`src/rgc_pkg.sv`:
```
// constants and register layout for the regulator control register bank
`default_nettype none

package rgc_pkg;

  // -------------------------------------------------------------------------
  // timing
  // -------------------------------------------------------------------------
  localparam int CLK_PERIOD_NS     = 10;
  localparam int SOFTSTART_TIME_NS = 80000;
  localparam int SOFTSTART_CYCLES  = (SOFTSTART_TIME_NS + CLK_PERIOD_NS - 1) / CLK_PERIOD_NS;

  // -------------------------------------------------------------------------
  // serial interface
  // -------------------------------------------------------------------------
  localparam logic [6:0] DEVICE_ADDR = 7'h5_A; // arbitrary bus address

  // -------------------------------------------------------------------------
  // register offsets
  // -------------------------------------------------------------------------
  localparam logic [7:0] LDO7_VOLTAGE_RANGE_ADDR = 8'h07;
  localparam logic [7:0] BUCK_VSEL_ADDR          = 8'h14;
  localparam logic [7:0] BUCK_MODE_ADDR          = 8'h15;
  localparam logic [7:0] BUCK_RESERVED_ADDR      = 8'h16;
  localparam logic [7:0] BUCK_CONTROL_ADDR       = 8'h17;
  localparam int         NUM_LDO                 = 8;
  // control register of regulators 1..8, index 0 is regulator 1
  localparam logic [7:0] LDO_CONTROL_ADDR [NUM_LDO] =
    '{8'h0F, 8'h13, 8'h0C, 8'h10, 8'h0D, 8'h11, 8'h0E, 8'h12};
  localparam int         LDO7_INDEX              = 6;

  // -------------------------------------------------------------------------
  // field positions
  // -------------------------------------------------------------------------
  localparam int LDO_VSEL_MSB      = 4;
  localparam int LDO_ENABLE_BIT    = 5;
  localparam int LDO_GOOD_BIT      = 6;
  localparam int LDO_DISCHARGE_BIT = 7;
  localparam int WIDE_VSEL_MSB     = 5;
  localparam int RANGE_BIT         = 6;
  localparam int BUCK_MODE_BIT     = 0;
  localparam int BUCK_ENABLE_BIT   = 0;
  localparam int BUCK_GOOD_BIT     = 1;

  // -------------------------------------------------------------------------
  // reset values
  // -------------------------------------------------------------------------
  localparam logic [5:0] BUCK_VSEL_RESET      = 6'h2_0;
  localparam logic       BUCK_RANGE_RESET     = 1'b1;
  localparam logic       BUCK_MODE_RESET      = 1'b0;
  localparam logic       BUCK_ENABLE_RESET    = 1'b1;
  localparam logic [5:0] LDO_VSEL_RESET       = 6'h0_0;
  localparam logic       LDO7_RANGE_RESET     = 1'b0;
  localparam logic       LDO_ENABLE_RESET     = 1'b0;
  localparam logic       LDO_DISCHARGE_RESET  = 1'b0;

endpackage

`default_nettype wire

```
`src/rgc_reg_if.sv`:
```
// register access carrier between the serial slave and the register bank
`default_nettype none

interface rgc_reg_if;
  logic       write;  // one-cycle write strobe
  logic [7:0] addr;   // register pointer
  logic [7:0] wdata;
  logic [7:0] rdata;  // combinational read data at addr

  modport master (output write, output addr, output wdata, input rdata);
  modport bank   (input write, input addr, input wdata, output rdata);
endinterface

`default_nettype wire

```
`src/rgc_regulator_control.sv`:
```
// regulator control register bank with converter enable and soft-start logic
`default_nettype none

module rgc_regulator_control #(
  parameter int SOFTSTART_CYCLES = rgc_pkg::SOFTSTART_CYCLES
) (
  input  wire logic        clk,
  input  wire logic        rst,
  input  wire logic        scl,
  input  wire logic        sda_in,
  output logic             sda_out,
  output logic             sda_drive_n,
  input  wire logic        handsfree_power_request,
  input  wire logic        power_on_request,
  input  wire logic        power_hold_request,
  input  wire logic        buck_output_good,
  input  wire logic [7:0]  ldo_output_good,
  output logic             buck_enable,
  output logic             buck_forced_pwm,
  output logic [5:0]       buck_voltage_select,
  output logic             buck_range_select,
  output logic             buck_soft_start,
  output logic [7:0]       ldo_enable,
  output logic [7:0]       ldo_discharge,
  output logic [7:0][5:0]  ldo_voltage_select,
  output logic             ldo7_range_select
);

  // -------------------------------------------------------------------------
  // serial access
  // -------------------------------------------------------------------------
  rgc_reg_if regs ();

  rgc_serial_slave rgc_serial_slave_inst (
    .clk         (clk),
    .rst         (rst),
    .scl         (scl),
    .sda_in      (sda_in),
    .sda_drive_n (sda_drive_n),
    .regs        (regs)
  );

  // open-drain data pin only ever pulls low
  always_ff @(posedge clk or posedge rst) begin
    if (rst) begin
      sda_out <= 1'b0;
    end else begin
      sda_out <= 1'b0;
    end
  end

  // -------------------------------------------------------------------------
  // converter registers
  // -------------------------------------------------------------------------
  logic buck_enable_bit;

  // voltage select, range, mode and enable bits
  always_ff @(posedge clk or posedge rst) begin
    if (rst) begin
      buck_voltage_select <= rgc_pkg::BUCK_VSEL_RESET;
      buck_range_select   <= rgc_pkg::BUCK_RANGE_RESET;
      buck_forced_pwm     <= rgc_pkg::BUCK_MODE_RESET;
      buck_enable_bit     <= rgc_pkg::BUCK_ENABLE_RESET;
    end else if (regs.write) begin
      if (regs.addr == rgc_pkg::BUCK_VSEL_ADDR) begin
        buck_voltage_select <= regs.wdata[rgc_pkg::WIDE_VSEL_MSB:0];
        buck_range_select   <= regs.wdata[rgc_pkg::RANGE_BIT];
      end
      if (regs.addr == rgc_pkg::BUCK_MODE_ADDR) begin
        buck_forced_pwm <= regs.wdata[rgc_pkg::BUCK_MODE_BIT];
      end
      // power-good bit in the same register is read-only
      if (regs.addr == rgc_pkg::BUCK_CONTROL_ADDR) begin
        buck_enable_bit <= regs.wdata[rgc_pkg::BUCK_ENABLE_BIT];
      end
    end
  end

  // -------------------------------------------------------------------------
  // converter enable
  // -------------------------------------------------------------------------
  logic any_request;
  assign any_request = handsfree_power_request | power_on_request | power_hold_request;

  // the enable bit can only veto, it never turns the converter on alone
  always_ff @(posedge clk or posedge rst) begin
    if (rst) begin
      buck_enable <= 1'b0;
    end else begin
      buck_enable <= any_request & buck_enable_bit;
    end
  end

  // -------------------------------------------------------------------------
  // soft-start timer
  // -------------------------------------------------------------------------
  logic [31:0] ramp_count;
  logic        ramp_done;
  assign ramp_done = (ramp_count >= 32'(SOFTSTART_CYCLES));

  // restarts from zero each time the converter is turned on again
  always_ff @(posedge clk or posedge rst) begin
    if (rst) begin
      ramp_count <= 32'h0000_0000;
    end else if (!buck_enable) begin
      ramp_count <= 32'h0000_0000;
    end else if (!ramp_done) begin
      ramp_count <= ramp_count + 32'h0000_0001;
    end
  end

  // ramp flag high for exactly the soft-start window after enable
  always_ff @(posedge clk or posedge rst) begin
    if (rst) begin
      buck_soft_start <= 1'b0;
    end else begin
      buck_soft_start <= buck_enable & ~ramp_done & any_request & buck_enable_bit;
    end
  end

  // -------------------------------------------------------------------------
  // linear regulator registers
  // -------------------------------------------------------------------------
  logic [7:0] ldo_enable_bit;
  logic [7:0] ldo_discharge_bit;

  // one control register per regulator, same layout except that regulator 7 has no select field in it
  for (genvar i = 0; i < rgc_pkg::NUM_LDO; i++) begin : g_ldo
    always_ff @(posedge clk or posedge rst) begin
      if (rst) begin
        ldo_enable_bit[i]    <= rgc_pkg::LDO_ENABLE_RESET;
        ldo_discharge_bit[i] <= rgc_pkg::LDO_DISCHARGE_RESET;
      end else if (regs.write && regs.addr == rgc_pkg::LDO_CONTROL_ADDR[i]) begin
        ldo_enable_bit[i]    <= regs.wdata[rgc_pkg::LDO_ENABLE_BIT];
        ldo_discharge_bit[i] <= regs.wdata[rgc_pkg::LDO_DISCHARGE_BIT];
      end
    end

    // voltage select: regulator 7 keeps its wider field in its own register
    always_ff @(posedge clk or posedge rst) begin
      if (rst) begin
        ldo_voltage_select[i] <= rgc_pkg::LDO_VSEL_RESET;
      end else if (i == rgc_pkg::LDO7_INDEX) begin
        if (regs.write && regs.addr == rgc_pkg::LDO7_VOLTAGE_RANGE_ADDR) begin
          ldo_voltage_select[i] <= regs.wdata[rgc_pkg::WIDE_VSEL_MSB:0];
        end
      end else if (regs.write && regs.addr == rgc_pkg::LDO_CONTROL_ADDR[i]) begin
        ldo_voltage_select[i] <= {1'b0, regs.wdata[rgc_pkg::LDO_VSEL_MSB:0]};
      end
    end

    // outputs drive the regulator: discharge only acts while it is off
    always_ff @(posedge clk or posedge rst) begin
      if (rst) begin
        ldo_enable[i]    <= 1'b0;
        ldo_discharge[i] <= 1'b0;
      end else begin
        ldo_enable[i]    <= ldo_enable_bit[i];
        ldo_discharge[i] <= ldo_discharge_bit[i] & ~ldo_enable_bit[i];
      end
    end
  end

  // regulator 7 range bit
  always_ff @(posedge clk or posedge rst) begin
    if (rst) begin
      ldo7_range_select <= rgc_pkg::LDO7_RANGE_RESET;
    end else if (regs.write && regs.addr == rgc_pkg::LDO7_VOLTAGE_RANGE_ADDR) begin
      ldo7_range_select <= regs.wdata[rgc_pkg::RANGE_BIT];
    end
  end

  // -------------------------------------------------------------------------
  // read path
  // -------------------------------------------------------------------------
  // power-good bits come straight from the comparators, so a read sees
  // the level of that very cycle; unmapped addresses read as zero
  always_comb begin
    logic [7:0] value;
    value = 8'h00;
    unique case (regs.addr)
      rgc_pkg::LDO7_VOLTAGE_RANGE_ADDR: begin
        value[rgc_pkg::WIDE_VSEL_MSB:0] = ldo_voltage_select[rgc_pkg::LDO7_INDEX];
        value[rgc_pkg::RANGE_BIT]       = ldo7_range_select;
      end
      rgc_pkg::BUCK_VSEL_ADDR: begin
        value[rgc_pkg::WIDE_VSEL_MSB:0] = buck_voltage_select;
        value[rgc_pkg::RANGE_BIT]       = buck_range_select;
      end
      rgc_pkg::BUCK_MODE_ADDR: begin
        value[rgc_pkg::BUCK_MODE_BIT] = buck_forced_pwm;
      end
      rgc_pkg::BUCK_CONTROL_ADDR: begin
        value[rgc_pkg::BUCK_ENABLE_BIT] = buck_enable_bit;
        value[rgc_pkg::BUCK_GOOD_BIT]   = buck_output_good;
      end
      default: begin
        for (int i = 0; i < rgc_pkg::NUM_LDO; i++) begin
          if (regs.addr == rgc_pkg::LDO_CONTROL_ADDR[i]) begin
            if (i != rgc_pkg::LDO7_INDEX) begin
              value[rgc_pkg::LDO_VSEL_MSB:0] =
                ldo_voltage_select[i][rgc_pkg::LDO_VSEL_MSB:0];
            end
            value[rgc_pkg::LDO_ENABLE_BIT]    = ldo_enable_bit[i];
            value[rgc_pkg::LDO_GOOD_BIT]      = ldo_output_good[i];
            value[rgc_pkg::LDO_DISCHARGE_BIT] = ldo_discharge_bit[i];
          end
        end
      end
    endcase
    regs.rdata = value;
  end

endmodule

`default_nettype wire

```
`src/rgc_serial_slave.sv`:
```
// two-wire serial slave that turns bus transfers into register accesses
`default_nettype none

module rgc_serial_slave (
  input  wire logic   clk,
  input  wire logic   rst,
  input  wire logic   scl,
  input  wire logic   sda_in,
  output logic        sda_drive_n,
  rgc_reg_if.master   regs
);

  typedef enum logic [3:0] {
    RGC_IDLE, RGC_ADDR, RGC_ADDR_ACK, RGC_PTR, RGC_PTR_ACK,
    RGC_WDATA, RGC_WDATA_ACK, RGC_RDATA, RGC_RACK
  } rgc_state_type;

  rgc_state_type state;
  logic          scl_q;
  logic          sda_q;
  logic [7:0]    shift;
  logic [3:0]    bit_cnt;
  logic [7:0]    ptr;
  logic          master_ack;
  logic          write_q;

  // -------------------------------------------------------------------------
  // bus events
  // -------------------------------------------------------------------------
  // pins are synchronous already, one sample is enough for edges
  logic scl_rise, scl_fall, bus_start, bus_stop;
  assign scl_rise  = scl & ~scl_q;
  assign scl_fall  = ~scl & scl_q;
  assign bus_start = scl & scl_q & sda_q & ~sda_in;
  assign bus_stop  = scl & scl_q & ~sda_q & sda_in;

  // previous pin samples
  always_ff @(posedge clk or posedge rst) begin
    if (rst) begin
      scl_q <= 1'b1;
      sda_q <= 1'b1;
    end else begin
      scl_q <= scl;
      sda_q <= sda_in;
    end
  end

  // -------------------------------------------------------------------------
  // transfer sequencer
  // -------------------------------------------------------------------------
  // start wins over everything, so a repeated start keeps the pointer
  always_ff @(posedge clk or posedge rst) begin
    if (rst) begin
      state       <= RGC_IDLE;
      shift       <= 8'h00;
      bit_cnt     <= 4'h0;
      ptr         <= 8'h00;
      master_ack  <= 1'b0;
      sda_drive_n <= 1'b1;
      write_q     <= 1'b0;
    end else begin
      write_q <= 1'b0;
      if (bus_start) begin
        state       <= RGC_ADDR;
        bit_cnt     <= 4'h0;
        sda_drive_n <= 1'b1;
      end else if (bus_stop) begin
        state       <= RGC_IDLE;
        sda_drive_n <= 1'b1;
      end else begin
        unique case (state)
          RGC_IDLE: begin
          end
          RGC_ADDR, RGC_PTR, RGC_WDATA: begin
            if (scl_rise && bit_cnt < 4'h8) begin
              shift   <= {shift[6:0], sda_in};
              bit_cnt <= bit_cnt + 4'h1;
            end else if (scl_fall && bit_cnt == 4'h8) begin
              sda_drive_n <= 1'b0; // acknowledge
              if (state == RGC_ADDR) begin
                if (shift[7:1] == rgc_pkg::DEVICE_ADDR) begin
                  state <= RGC_ADDR_ACK;
                  master_ack <= shift[0]; // remembers read direction
                end else begin
                  state       <= RGC_IDLE;
                  sda_drive_n <= 1'b1; // not ours, stay silent
                end
              end else if (state == RGC_PTR) begin
                ptr   <= shift;
                state <= RGC_PTR_ACK;
              end else begin
                write_q <= 1'b1;
                state   <= RGC_WDATA_ACK;
              end
            end
          end
          RGC_ADDR_ACK, RGC_PTR_ACK, RGC_WDATA_ACK: begin
            if (scl_fall) begin
              bit_cnt     <= 4'h0;
              sda_drive_n <= 1'b1;
              if (state == RGC_WDATA_ACK) begin
                ptr   <= ptr + 8'h01; // auto-increment between data bytes
                state <= RGC_WDATA;
              end else if (state == RGC_PTR_ACK) begin
                state <= RGC_WDATA;
              end else if (master_ack) begin
                shift       <= {regs.rdata[6:0], 1'b0};
                sda_drive_n <= regs.rdata[7];
                bit_cnt     <= 4'h1;
                state       <= RGC_RDATA;
              end else begin
                state <= RGC_PTR;
              end
            end
          end
          RGC_RDATA: begin
            if (scl_fall) begin
              if (bit_cnt == 4'h8) begin
                sda_drive_n <= 1'b1;
                state       <= RGC_RACK;
              end else begin
                sda_drive_n <= shift[7];
                shift       <= {shift[6:0], 1'b0};
                bit_cnt     <= bit_cnt + 4'h1;
              end
            end
          end
          RGC_RACK: begin
            if (scl_rise) begin
              master_ack <= ~sda_in;
              if (!sda_in) begin
                ptr <= ptr + 8'h01;
              end
            end else if (scl_fall) begin
              if (master_ack) begin
                shift       <= {regs.rdata[6:0], 1'b0};
                sda_drive_n <= regs.rdata[7];
                bit_cnt     <= 4'h1;
                state       <= RGC_RDATA;
              end else begin
                state <= RGC_IDLE;
              end
            end
          end
        endcase
      end
    end
  end

  assign regs.write = write_q;
  assign regs.addr  = ptr;
  assign regs.wdata = shift;

endmodule

`default_nettype wire
```
`config.mk`:
```
export PLATFORM = sky130hd
export DESIGN_NAME = rgc_regulator_control
export DESIGN_NICKNAME = d
export VERILOG_FILES = /design/src/rgc_pkg.sv /design/src/rgc_reg_if.sv /design/src/rgc_regulator_control.sv /design/src/rgc_serial_slave.sv
export SDC_FILE = /design/constraint.sdc
export NUM_CORES = 1
export LEC_CHECK = 0
export BUFFER_PORTS_ARGS = -buffer_cell sky130_fd_sc_hd__buf_2
export CORE_MARGIN = 1.5
export CORE_UTILIZATION = 45
export CTS_BUF_LIST = sky130_fd_sc_hd__clkbuf_4 sky130_fd_sc_hd__clkbuf_8 sky130_fd_sc_hd__clkbuf_16
export DETAILED_ROUTE_END_ITERATION = 7
export PLACE_DENSITY = 0.79
export SLEW_MARGIN = 10
export SYNTH_ARGS = -nofsm -noshare
export SYNTH_HDL_FRONTEND = slang
export SYNTH_SLANG_ARGS = --single-unit
```
`constraint.sdc`:
```
create_clock -name clk -period 4.3 [get_ports clk]
set_clock_uncertainty 0.05 [all_clocks]
set_input_delay 0.215 -clock clk [delete_from_list [all_inputs] [get_ports clk]]
set_output_delay 0.215 -clock clk [all_outputs]
set_load 0.05 [all_outputs]
```
=== Word level (Yosys, flattened, before mapping) ===
Index checks and enable logic that the tools add are counted.

* Register bits: 146
* Input bits: 16
* Logic and storage cells: 275

* Add/subtract/negate cells: 3
* Order comparisons: 2
* Equal/unequal tests: 56
* Multiplexer cells: 92
* Bitwise operators: 36
* Reduce and logical (&&, ||, !) cells: 29

{| class="wikitable"
|+ Operators with widths
! kind !! number
|-
| two-way mux 8 bit || 24
|-
| two-way mux 4 bit || 23
|-
| two-way mux 32 bit || 2
|-
| == test 8 x 5 -> 1 bit, second input constant || 7
|-
| adder 32 x 1 -> 32 bit, second input constant || 1
|-
| == test 8 x 4 -> 1 bit, second input constant || 4
|-
| greater-or-equal comparator 32 x 13 -> 1 bit, second input constant || 1
|-
| one-hot mux 4 bit (4 select lines) || 2
|-
| one-hot mux 8 bit (4 select lines) || 1
|-
| two-way mux 1 bit || 29
|-
| inequality test 4 x 1 -> 1 bit, second input constant || 6
|-
| one-hot mux 8 bit (3 select lines) || 1
|-
| AND reduction 8 bit || 3
|-
| inequality test 2 x 1 -> 1 bit, second input constant || 11
|-
| AND reduction 11 bit || 2
|-
| AND 1 bit || 19
|-
| == test 4 x 3 -> 1 bit, second input constant || 4
|-
| inequality test 2 bit, second input constant || 8
|-
| inequality test 3 x 1 -> 1 bit, second input constant || 5
|-
| inverter 1 bit || 15
|-
| one-hot mux 5 bit (3 select lines) || 1
|-
| one-hot mux 1 bit (4 select lines) || 3
|-
| logical AND 1 bit || 11
|-
| two-way mux 3 bit || 3
|-
| 25 further kinds || 32
|}

=== Logic depth before layout (Yosys ltp) ===
Gate-level depths: netlist (run 1).

* Depth after elaboration: 17
* Depth in mapped cells: 9
* Gate-level depth less buffers: 8

=== Modules after synthesis ===
A second synthesis (run 1) with hierarchy kept.

* Cells, all modules: 666
* Area, all modules: 7,380.8 um^2

{| class="wikitable"
|+ By module, submodules not included
! module !! times used !! cells each !! area an instance (um^2) !! sequential area each (um^2)
|-
| rgc_regulator_control || 1 || 439 || 5,262.5 || 2,931.6
|-
| rgc_serial_slave || 1 || 227 || 2,118.3 || 729.4
|}

=== Worst setup path after synthesis (run 1) ===
No wires, ideal clock.

* Path kind: register -> register
* Start point: register rgc_serial_slave_inst.ptr[5], in the netlist rgc_serial_slave_inst.regs.addr[5]
* End point: register rgc_serial_slave_inst.shift[1], in the netlist rgc_serial_slave_inst.regs.wdata[1]
* Data arrival time: 2.016 ns
* Path slack: 2.110 ns
* Stages on the path, launching flop included: 9
* Clock period less this slack: 2.190 ns
* Cell sequence: dfrtp_1 buf_6 or4_1 buf_2 nor3_4 a21o_4 or2b_4 a211oi_1 o31a_1

* Longest elaborated chain between the ends: 14

{| class="wikitable"
|+ RTL lines
! element !! RTL line !! RTL
|-
| start: declaration || rgc_serial_slave.sv:23 || <nowiki>logic [7:0] ptr;</nowiki>
|-
| start signal: assignment || rgc_serial_slave.sv:89 || <nowiki>ptr <= shift;</nowiki>
|-
| start signal: assignment || rgc_serial_slave.sv:102 || <nowiki>ptr <= ptr + 8'h01;</nowiki>
|-
| start signal: assignment || rgc_serial_slave.sv:132 || <nowiki>ptr <= ptr + 8'h01;</nowiki>
|-
| == test 8 x 4 -> 1 bit || rgc_regulator_control.sv:199 || <nowiki>if (regs.addr == rgc_pkg::LDO_CONTROL_ADDR[i]) begin</nowiki>
|-
| two-way mux 8 bit (7 in a row) || rgc_regulator_control.sv:199 ||
|-
| one-hot mux 1 bit (4 select lines) (*) || rgc_regulator_control.sv:181 || <nowiki>unique case (regs.addr)</nowiki>
|-
| two-way mux 8 bit (*) || rgc_serial_slave.sv:106, rgc_serial_slave.sv:135 ||
|-
| two-way mux 8 bit || rgc_serial_slave.sv:104 || <nowiki>end else if (state == RGC_PTR_ACK) begin</nowiki>
|-
| two-way mux 8 bit || rgc_serial_slave.sv:101 || <nowiki>if (state == RGC_WDATA_ACK) begin</nowiki>
|-
| two-way mux 8 bit || rgc_serial_slave.sv:98 || <nowiki>if (scl_fall) begin</nowiki>
|-
| one-hot mux 8 bit (4 select lines) (*) || rgc_serial_slave.sv:71 || <nowiki>unique case (state)</nowiki>
|-
| end signal: assignment || rgc_serial_slave.sv:76 || <nowiki>shift <= {shift[6:0], sda_in};</nowiki>
|-
| end signal: assignment || rgc_serial_slave.sv:107 || <nowiki>shift <= {regs.rdata[6:0], 1'b0};</nowiki>
|-
| end signal: assignment || rgc_serial_slave.sv:123 || <nowiki>shift <= {shift[6:0], 1'b0};</nowiki>
|-
| end: declaration || rgc_serial_slave.sv:21 || <nowiki>logic [7:0] shift;</nowiki>
|}

Every way passes the cells marked *; elsewhere a longest branch is shown, timed or not. The select of a mux whose other input is x is not followed.
A chain may end at the register's enable or synchronous reset.

=== Worst setup path in the final report (run 1) ===
* Start point: register rgc_serial_slave_inst.state[2]
* End point: register rgc_serial_slave_inst.shift[1], in the netlist rgc_serial_slave_inst.regs.wdata[1]

* Longest elaborated chain between the ends: 4

{| class="wikitable"
|+ RTL lines
! element !! RTL line !! RTL
|-
| start: declaration || rgc_serial_slave.sv:18 || <nowiki>rgc_state_type state;</nowiki>
|-
| start signal: assignment || rgc_serial_slave.sv:54 || <nowiki>state <= RGC_IDLE;</nowiki>
|-
| start signal: assignment || rgc_serial_slave.sv:64 || <nowiki>state <= RGC_ADDR;</nowiki>
|-
| start signal: assignment || rgc_serial_slave.sv:68 || <nowiki>state <= RGC_IDLE;</nowiki>
|-
| == test 4 x 2 -> 1 bit, or another cell as far along || rgc_serial_slave.sv:71 ||
|-
| OR reduction 3 bit || rgc_serial_slave.sv:71 ||
|-
| inequality test 2 x 1 -> 1 bit (no source line), or another cell as far along || n/a ||
|-
| AND reduction 11 bit (no source line) || n/a ||
|}

Parallel ways exist; a longest one is shown, timed or not.

==> flow_summary.toml, run 1 <==
[run_status]
status = "completed"

[synthesis]
syn_inst = 691
yosysTopAreaCell = "dfrtp_1"
synth_top_cell_area_share_pct = 48.1
ys_seq_area_share_pct = 50.3
synthTopCellsByArea = "dfrtp_1, mux2_2, o21ai_0"
ys_async_sr_fraction_pct = 100
syn_area_um2 = 7280
syn_area_per_cell_um2 = 10.5
yosysUniqueCellTypes = 71
synth_ff_type = "dfrtp_1"
ys_ff_latch = 146
synth-edff-count = 0
yosysMostFrequentCell = "dfrtp_1"
synth_warnings = 0
synth.top_cells.by_count = "dfrtp_1, mux2_2, nand2_1, o21ai_0, a21oi_1"

[timing]
rsz0062_at_grt = "no"
relSlewSlack_pct = 37.4
setup_tns_ns = 0
drv_slew = 0
tightest_slew_ns = 0.938
period_needed_ns = 2.77
whs_ns = 0.0172
setup_viol = 0
hold_viol = 0
fmax_mhz = 362
post-route-period-util_pct = 64.3

[hold_path]
hold_path.class = "in -> reg"
hold_start = "power_hold_request"

[final_layout]
nets = 782
antenna_cells = 0
fill_cells = 1393
drive_above_1_share_pct = 26.4
seq_area_um2 = 3660
syn2layout_area_growth_pct = 15.4
multi_input_area_um2 = 3350

[setup_path]
worstSetupEndpoint = "rgc_serial_slave_inst.regs.wdata[1]"
cp.required_ns = 4.57
path_class = "reg -> reg"
reg2reg_slack_ns = 1.53
r2r_end = "rgc_serial_slave_inst.regs.wdata[1]"
timing.rr.start = "rgc_serial_slave_inst.state[2]"
worstSetupStartpoint = "rgc_serial_slave_inst.state[2]"
cp.arrival_ns = 3.03
worst_setup_path_end_kind = "flop"
rr_worst_depth = 5
worst_setup_path_start_kind = "flop"
path_max_fanout = 21

[global_routing]
antenna_found_initial = 0
grt_pass1_vias = 5560
grt_max_degree = 57
overflow = 0
grt_usage_pct = 22.9
grt_first_pass_wirelength_mm = 29.6

[power]
peakVddDrop_uv = 286
p_leak_nw = 4.04
power_density_nw_per_um2 = 555

[clocking]
clkSinkCount = 146
cts_buffers = 17
tritoncts = "yes"
clkLatencyLatePin_ns = 0.43
htree_num_levels = 4
cts-resized-gates = 0
clk_pin_slew_worst_paths_ns = 0.06
post_cts_buffers = 0
cts_buffer_depth = 2
clockRootBuffer = "clkbuf_16"

[drt]
firstDrtPassIters = 5
ant_nets = 0
wl_per_cell_um = 18.5
vias_per_cell = 5.80
num_vias = 5721
totalWireLength_mm = 18.3
drt_iter0_drc = 621
remaining_drc_errors = 0

[placement]
dpl.hpwl_mm = 12.6
portBuffers = 84
gp_congestion = 0.929

[die]
die-height_um = 130
die_x_um = 130
start_util_pct = 46.0
placementRows = 46
die_area_um2 = 16900
core_um2 = 15800
ios = 93

[flow_run]
cap_violations = 0
==> layer usage <==
metal / global-route usage (%) / share of wire [%] / vias to the layer above
li1: - / - / 2631
met1: 30.6 / 44 / 2794
met2: 35.6 / 47 / 264
met3: 5.58 / 6.7 / 32
met4: 10.2 / 2.3 / 0
met5: 0 / 0 / -
==> what timing repair did <==
item	CTS	global route
hold endpoints to repair	54	0
endpoints found under the setup margin	0	0
hold buffers	3	0
==> area by class of cell <==
class	instances	area share (%)
Tap cell	216	3.22
Clock buffer	19	5.39
Multi-Input combinational cell	489	39.9
Timing Repair Buffer	89	5.54
Clock inverter	12	1.58
Sequential cell	146	43.6
Inverter	15	0.730
==> worst max-delay path: stages (launching register included) <==
cell and delay [ns]:
dfrtp_1 0.59, nor4b_1 0.55, a21o_1 0.50, nand4_1 0.34
a221o_1 0.35, o31a_1 0.27
==> registers in the layout, indices dropped and copies added, names as in the netlist <==
signal	count
buck_enable	1
buck_enable_bit	1
buck_forced_pwm	1
buck_range_select	1
buck_soft_start	1
buck_voltage_select	6
ldo7_range_select	1
ldo_discharge	8
ldo_discharge_bit	8
ldo_enable	8
ldo_enable_bit	8
ldo_voltage_select	41
ramp_count	32
rgc_serial_slave_inst.bit_cnt	4
rgc_serial_slave_inst.master_ack	1
rgc_serial_slave_inst.regs.addr	8
rgc_serial_slave_inst.regs.wdata	8
rgc_serial_slave_inst.regs.write	1
rgc_serial_slave_inst.scl_q	1
rgc_serial_slave_inst.sda_drive_n	1
rgc_serial_slave_inst.sda_q	1
rgc_serial_slave_inst.state	4
==> layout by cell type (no fill, tap or decap), types with 9 or more instances in the layout <==
cell type,instances
buf_2,84
inv_1,14
nand2b_1,12
a21oi_1,39
nand3_1,12
dfrtp_1,140
mux2_2,64
nand2_1,48
xnor2_1,9
o21ai_0,40
a22oi_1,10
nor2_1,35
nand4_1,13
clkbuf_16,17
o22ai_1,9
and3_1,17
and2_1,30
nor3_1,11
nor2b_1,18
==> kinds of logic after synthesis <==
| family | Yosys count | share of synthesized area [%] |
|---|---|---|
| AO/OA/AOI/OAI | 165 | 15.0 |
| XOR/XNOR | 9 | 1.08 |
| adder cells (fa/ha/maj) | 8 | 1.38 |
| buffers and inverters | 63 | 3.95 |
| flip-flops | 146 | 50.3 |
| multiplexers | 70 | 10.7 |
| other | 1 | 0.0515 |
| AND/OR/NAND/NOR | 229 | 17.5 |
==> through the flow <==
| step | area [um^2] | instances | utilization [%] | setup slack (ns) | power, mW |
|---|---|---|---|---|---|
| floorplan | 7300 | 698 | - | 0.122 | 2.86 |
| global placement | 7780 | 952 | 49.2 | 1.62 | 3.15 |
| detailed placement | 7780 | 952 | 49.2 | 1.58 | 3.18 |
| CTS | 8400 | 986 | 53.1 | 1.58 | 4.64 |
| global route | 8400 | 986 | 53.1 | 1.22 | 4.92 |
| finish | 8400 | 986 | 53.1 | 1.53 | 4.66 |
==> how the worst min path moves through the flow <==
stage                                  endpoint  cells after the start  slack [ns]
floorplan           rgc_serial_slave_inst.scl_q                      0        0.17
global placement                 ramp_count[17]                      2        0.26
detailed placement               ramp_count[23]                      2        0.26
CTS                                 buck_enable                      2       0.008
global route                        buck_enable                      2        0.04
finish                              buck_enable                      2        0.02
==> report_power, final <==
group	internal [mW]	switching (mW)	leakage (nW)
registers	1.50	0.354	1.97
clock network	0.882	0.583	0.282
logic	0.519	0.815	1.79
Power figures use the tool's default switching activity.
==> inputs of run 2 (changes only) <==
- PLACE_DENSITY: 0.79 -> 0.77
- clock period: 4.3 -> 2.89 ns (I/O delays scaled with it)
==> run 2 against run 1 <==
Effect of this change: global-route usage increased by 0.28 points; critical path depth up 1; register-to-register slack got worse by 1.4 ns.
==> flow_summary.toml, run 2 (synthesis results as in run 1) <==
[timing]
relSlewSlack_pct = 47.3
drv_slew = 0
tightest_slew_ns = 0.790
hold_viol = 0
whs_ns = 0.0739
fin_ws_ns = 0.154
post-route-period-util_pct = 94.7
period_needed_ns = 2.74
rsz0062_at_grt = "yes"
setup_viol = 0
fmax_mhz = 365

[clocking]
cts-resized-gates = 0
clkLatencyLatePin_ns = 0.43
cts_buffer_depth = 2
tritoncts = "yes"
clkSinkCount = 146
clk_pin_slew_worst_paths_ns = 0.06
htree_num_levels = 4
cts_buffers = 17
clockRootBuffer = "clkbuf_16"

[drt]
vias_per_cell = 5.87
wl_per_cell_um = 18.5
ant_nets = 0
dr_wl_met2_mm = 8.70
num_vias = 5884
remaining_drc_errors = 0
drt_iter0_drc = 559
totalWireLength_mm = 18.6
wl_met3_mm = 1.45
top_layer_used = "met4"
wl_met1_mm = 7.86
firstDrtPassIters = 5

[setup_path]
path_class = "reg -> reg"
worst_setup_path_end_kind = "flop"
cp.required_ns = 3.12
max_stage_delay_ns = 0.74
crit_chain = "or4_1 -> nor3_4 -> a21o_4 -> nor2_1 -> a2111oi_0 -> a21oi_1"
slowest_stage = "or4_1"
cp.arrival_ns = 2.97
path_max_fanout = 11
reg2reg_slack_ns = 0.15
worst_setup_path_start_kind = "flop"

[die]
start_util_pct = 46.0
ios = 93
die_x_um = 130
placementRows = 46
core_um2 = 15800
die-height_um = 130
die_area_um2 = 16900

[placement]
dp_slack_ns = 0.217
dpl.hpwl_mm = 12.8
gp_congestion = 0.970
placed_cells = 968
portBuffers = 84

[power]
clkPwrFrac_pct = 30.9
peakVddDrop_uv = 555
finalPower_mw = 7.09
power_density_nw_per_um2 = 829
intPower_mw = 4.44
pwr-share-seq_pct = 38.8
swShare_pct = 37.5
power_frac_comb_pct = 30.2
p_switching_mw = 2.66
p_leak_nw = 4.13

[final_layout]
syn2layout_area_growth_pct = 17.7
layout_common_cells = "dfrtp_1, buf_2, mux2_2"
fill_cells = 1365
instances_no_fill = 1003
top_register = "ldo_voltage_select"
nets = 800
reg_top3 = "ldo_voltage_select (41), ramp_count (32)"
post-route-util_pct = 54.1
largest_reg_flops = 41
mostFrequentLayoutCell = "dfrtp_1"
drive_above_1_share_pct = 27.7
antenna_cells = 0

[flow_run]
cap_violations = 0

[global_routing]
grt_max_degree = 57
grt_first_pass_wirelength_mm = 30.3
grt_usage_pct = 23.2
grt_pass1_vias = 5734
antenna_found_initial = 0
overflow = 0

[run_status]
status = "completed"

[hold_path]
hold_path.class = "in -> reg"
-- run 2: worst paths after layout --
check / startpoint / to / cells after the start
worst max-delay path: rgc_serial_slave_inst.regs.addr[4] / rgc_serial_slave_inst.regs.wdata[4] / 6
worst min-delay path: handsfree_power_request / buck_soft_start / 3
worst max register to register: rgc_serial_slave_inst.regs.addr[4] / rgc_serial_slave_inst.regs.wdata[4] / 6
worst min register to register: ldo_enable_bit[3] / ldo_enable[3] / 0
max in group asynchronous: rst / rgc_serial_slave_inst.sda_q / 4
min in group asynchronous: rst / ramp_count[1] / 3
-- run 2: worst max-delay path: cells and delay by family (launching register included) --
| family | cells | cell delay [ns] |
|---|---|---|
| AND/OR/NAND/NOR | 3 | 1.20 |
| AO/OA/AOI/OAI | 3 | 0.85 |
| flip-flops | 1 | 0.50 |
-- run 2: final cells by class --
type,count,area (um^2),area share (%)
Clock buffer,20,460,5.38
Clock inverter,10,125,1.46
Inverter,15,60.1,0.701
Multi-Input combinational cell,489,3350,39.2
Sequential cell,146,3660,42.8
Tap cell,216,270,3.16
Timing Repair Buffer,107,631,7.37
-- run 2: metal layers --
metal / up-vias / global-route usage [%]
li1: 2658 / -
met1: 2897 / 29.9
met2: 276 / 36.7
met3: 53 / 6.68
met4: 0 / 9.67
met5: - / 0
-- run 2: metrics by stage --
stage | setup TNS [ns] | instance area, um^2
floorplan | 0 | 7310
global placement | 0 | 7930
detailed placement | 0 | 7930
CTS | 0 | 8560
global route | -0.0419 | 8560
finish | 0 | 8560
-- run 2: power by group through the flow --
stage	registers (mW)	logic (mW)	clock network [mW]
3_5_place_dp	2.76	2.08	0
5_1_grt	2.79	2.37	2.31
6_report	2.75	2.14	2.20
2_1_floorplan	2.49	1.76	0
3_3_place_gp	2.75	2.08	0
4_1_cts	2.73	2.11	2.22
-- run 2: what timing repair did --
| action | 4_1_cts | 5_1_grt |
|---|---|---|
| setup buffers | 0 | 0 |
| endpoints found under the setup margin | 0 | 2 |
| endpoints found under the hold margin | 27 | 0 |
| hold buffers | 5 | 0 |
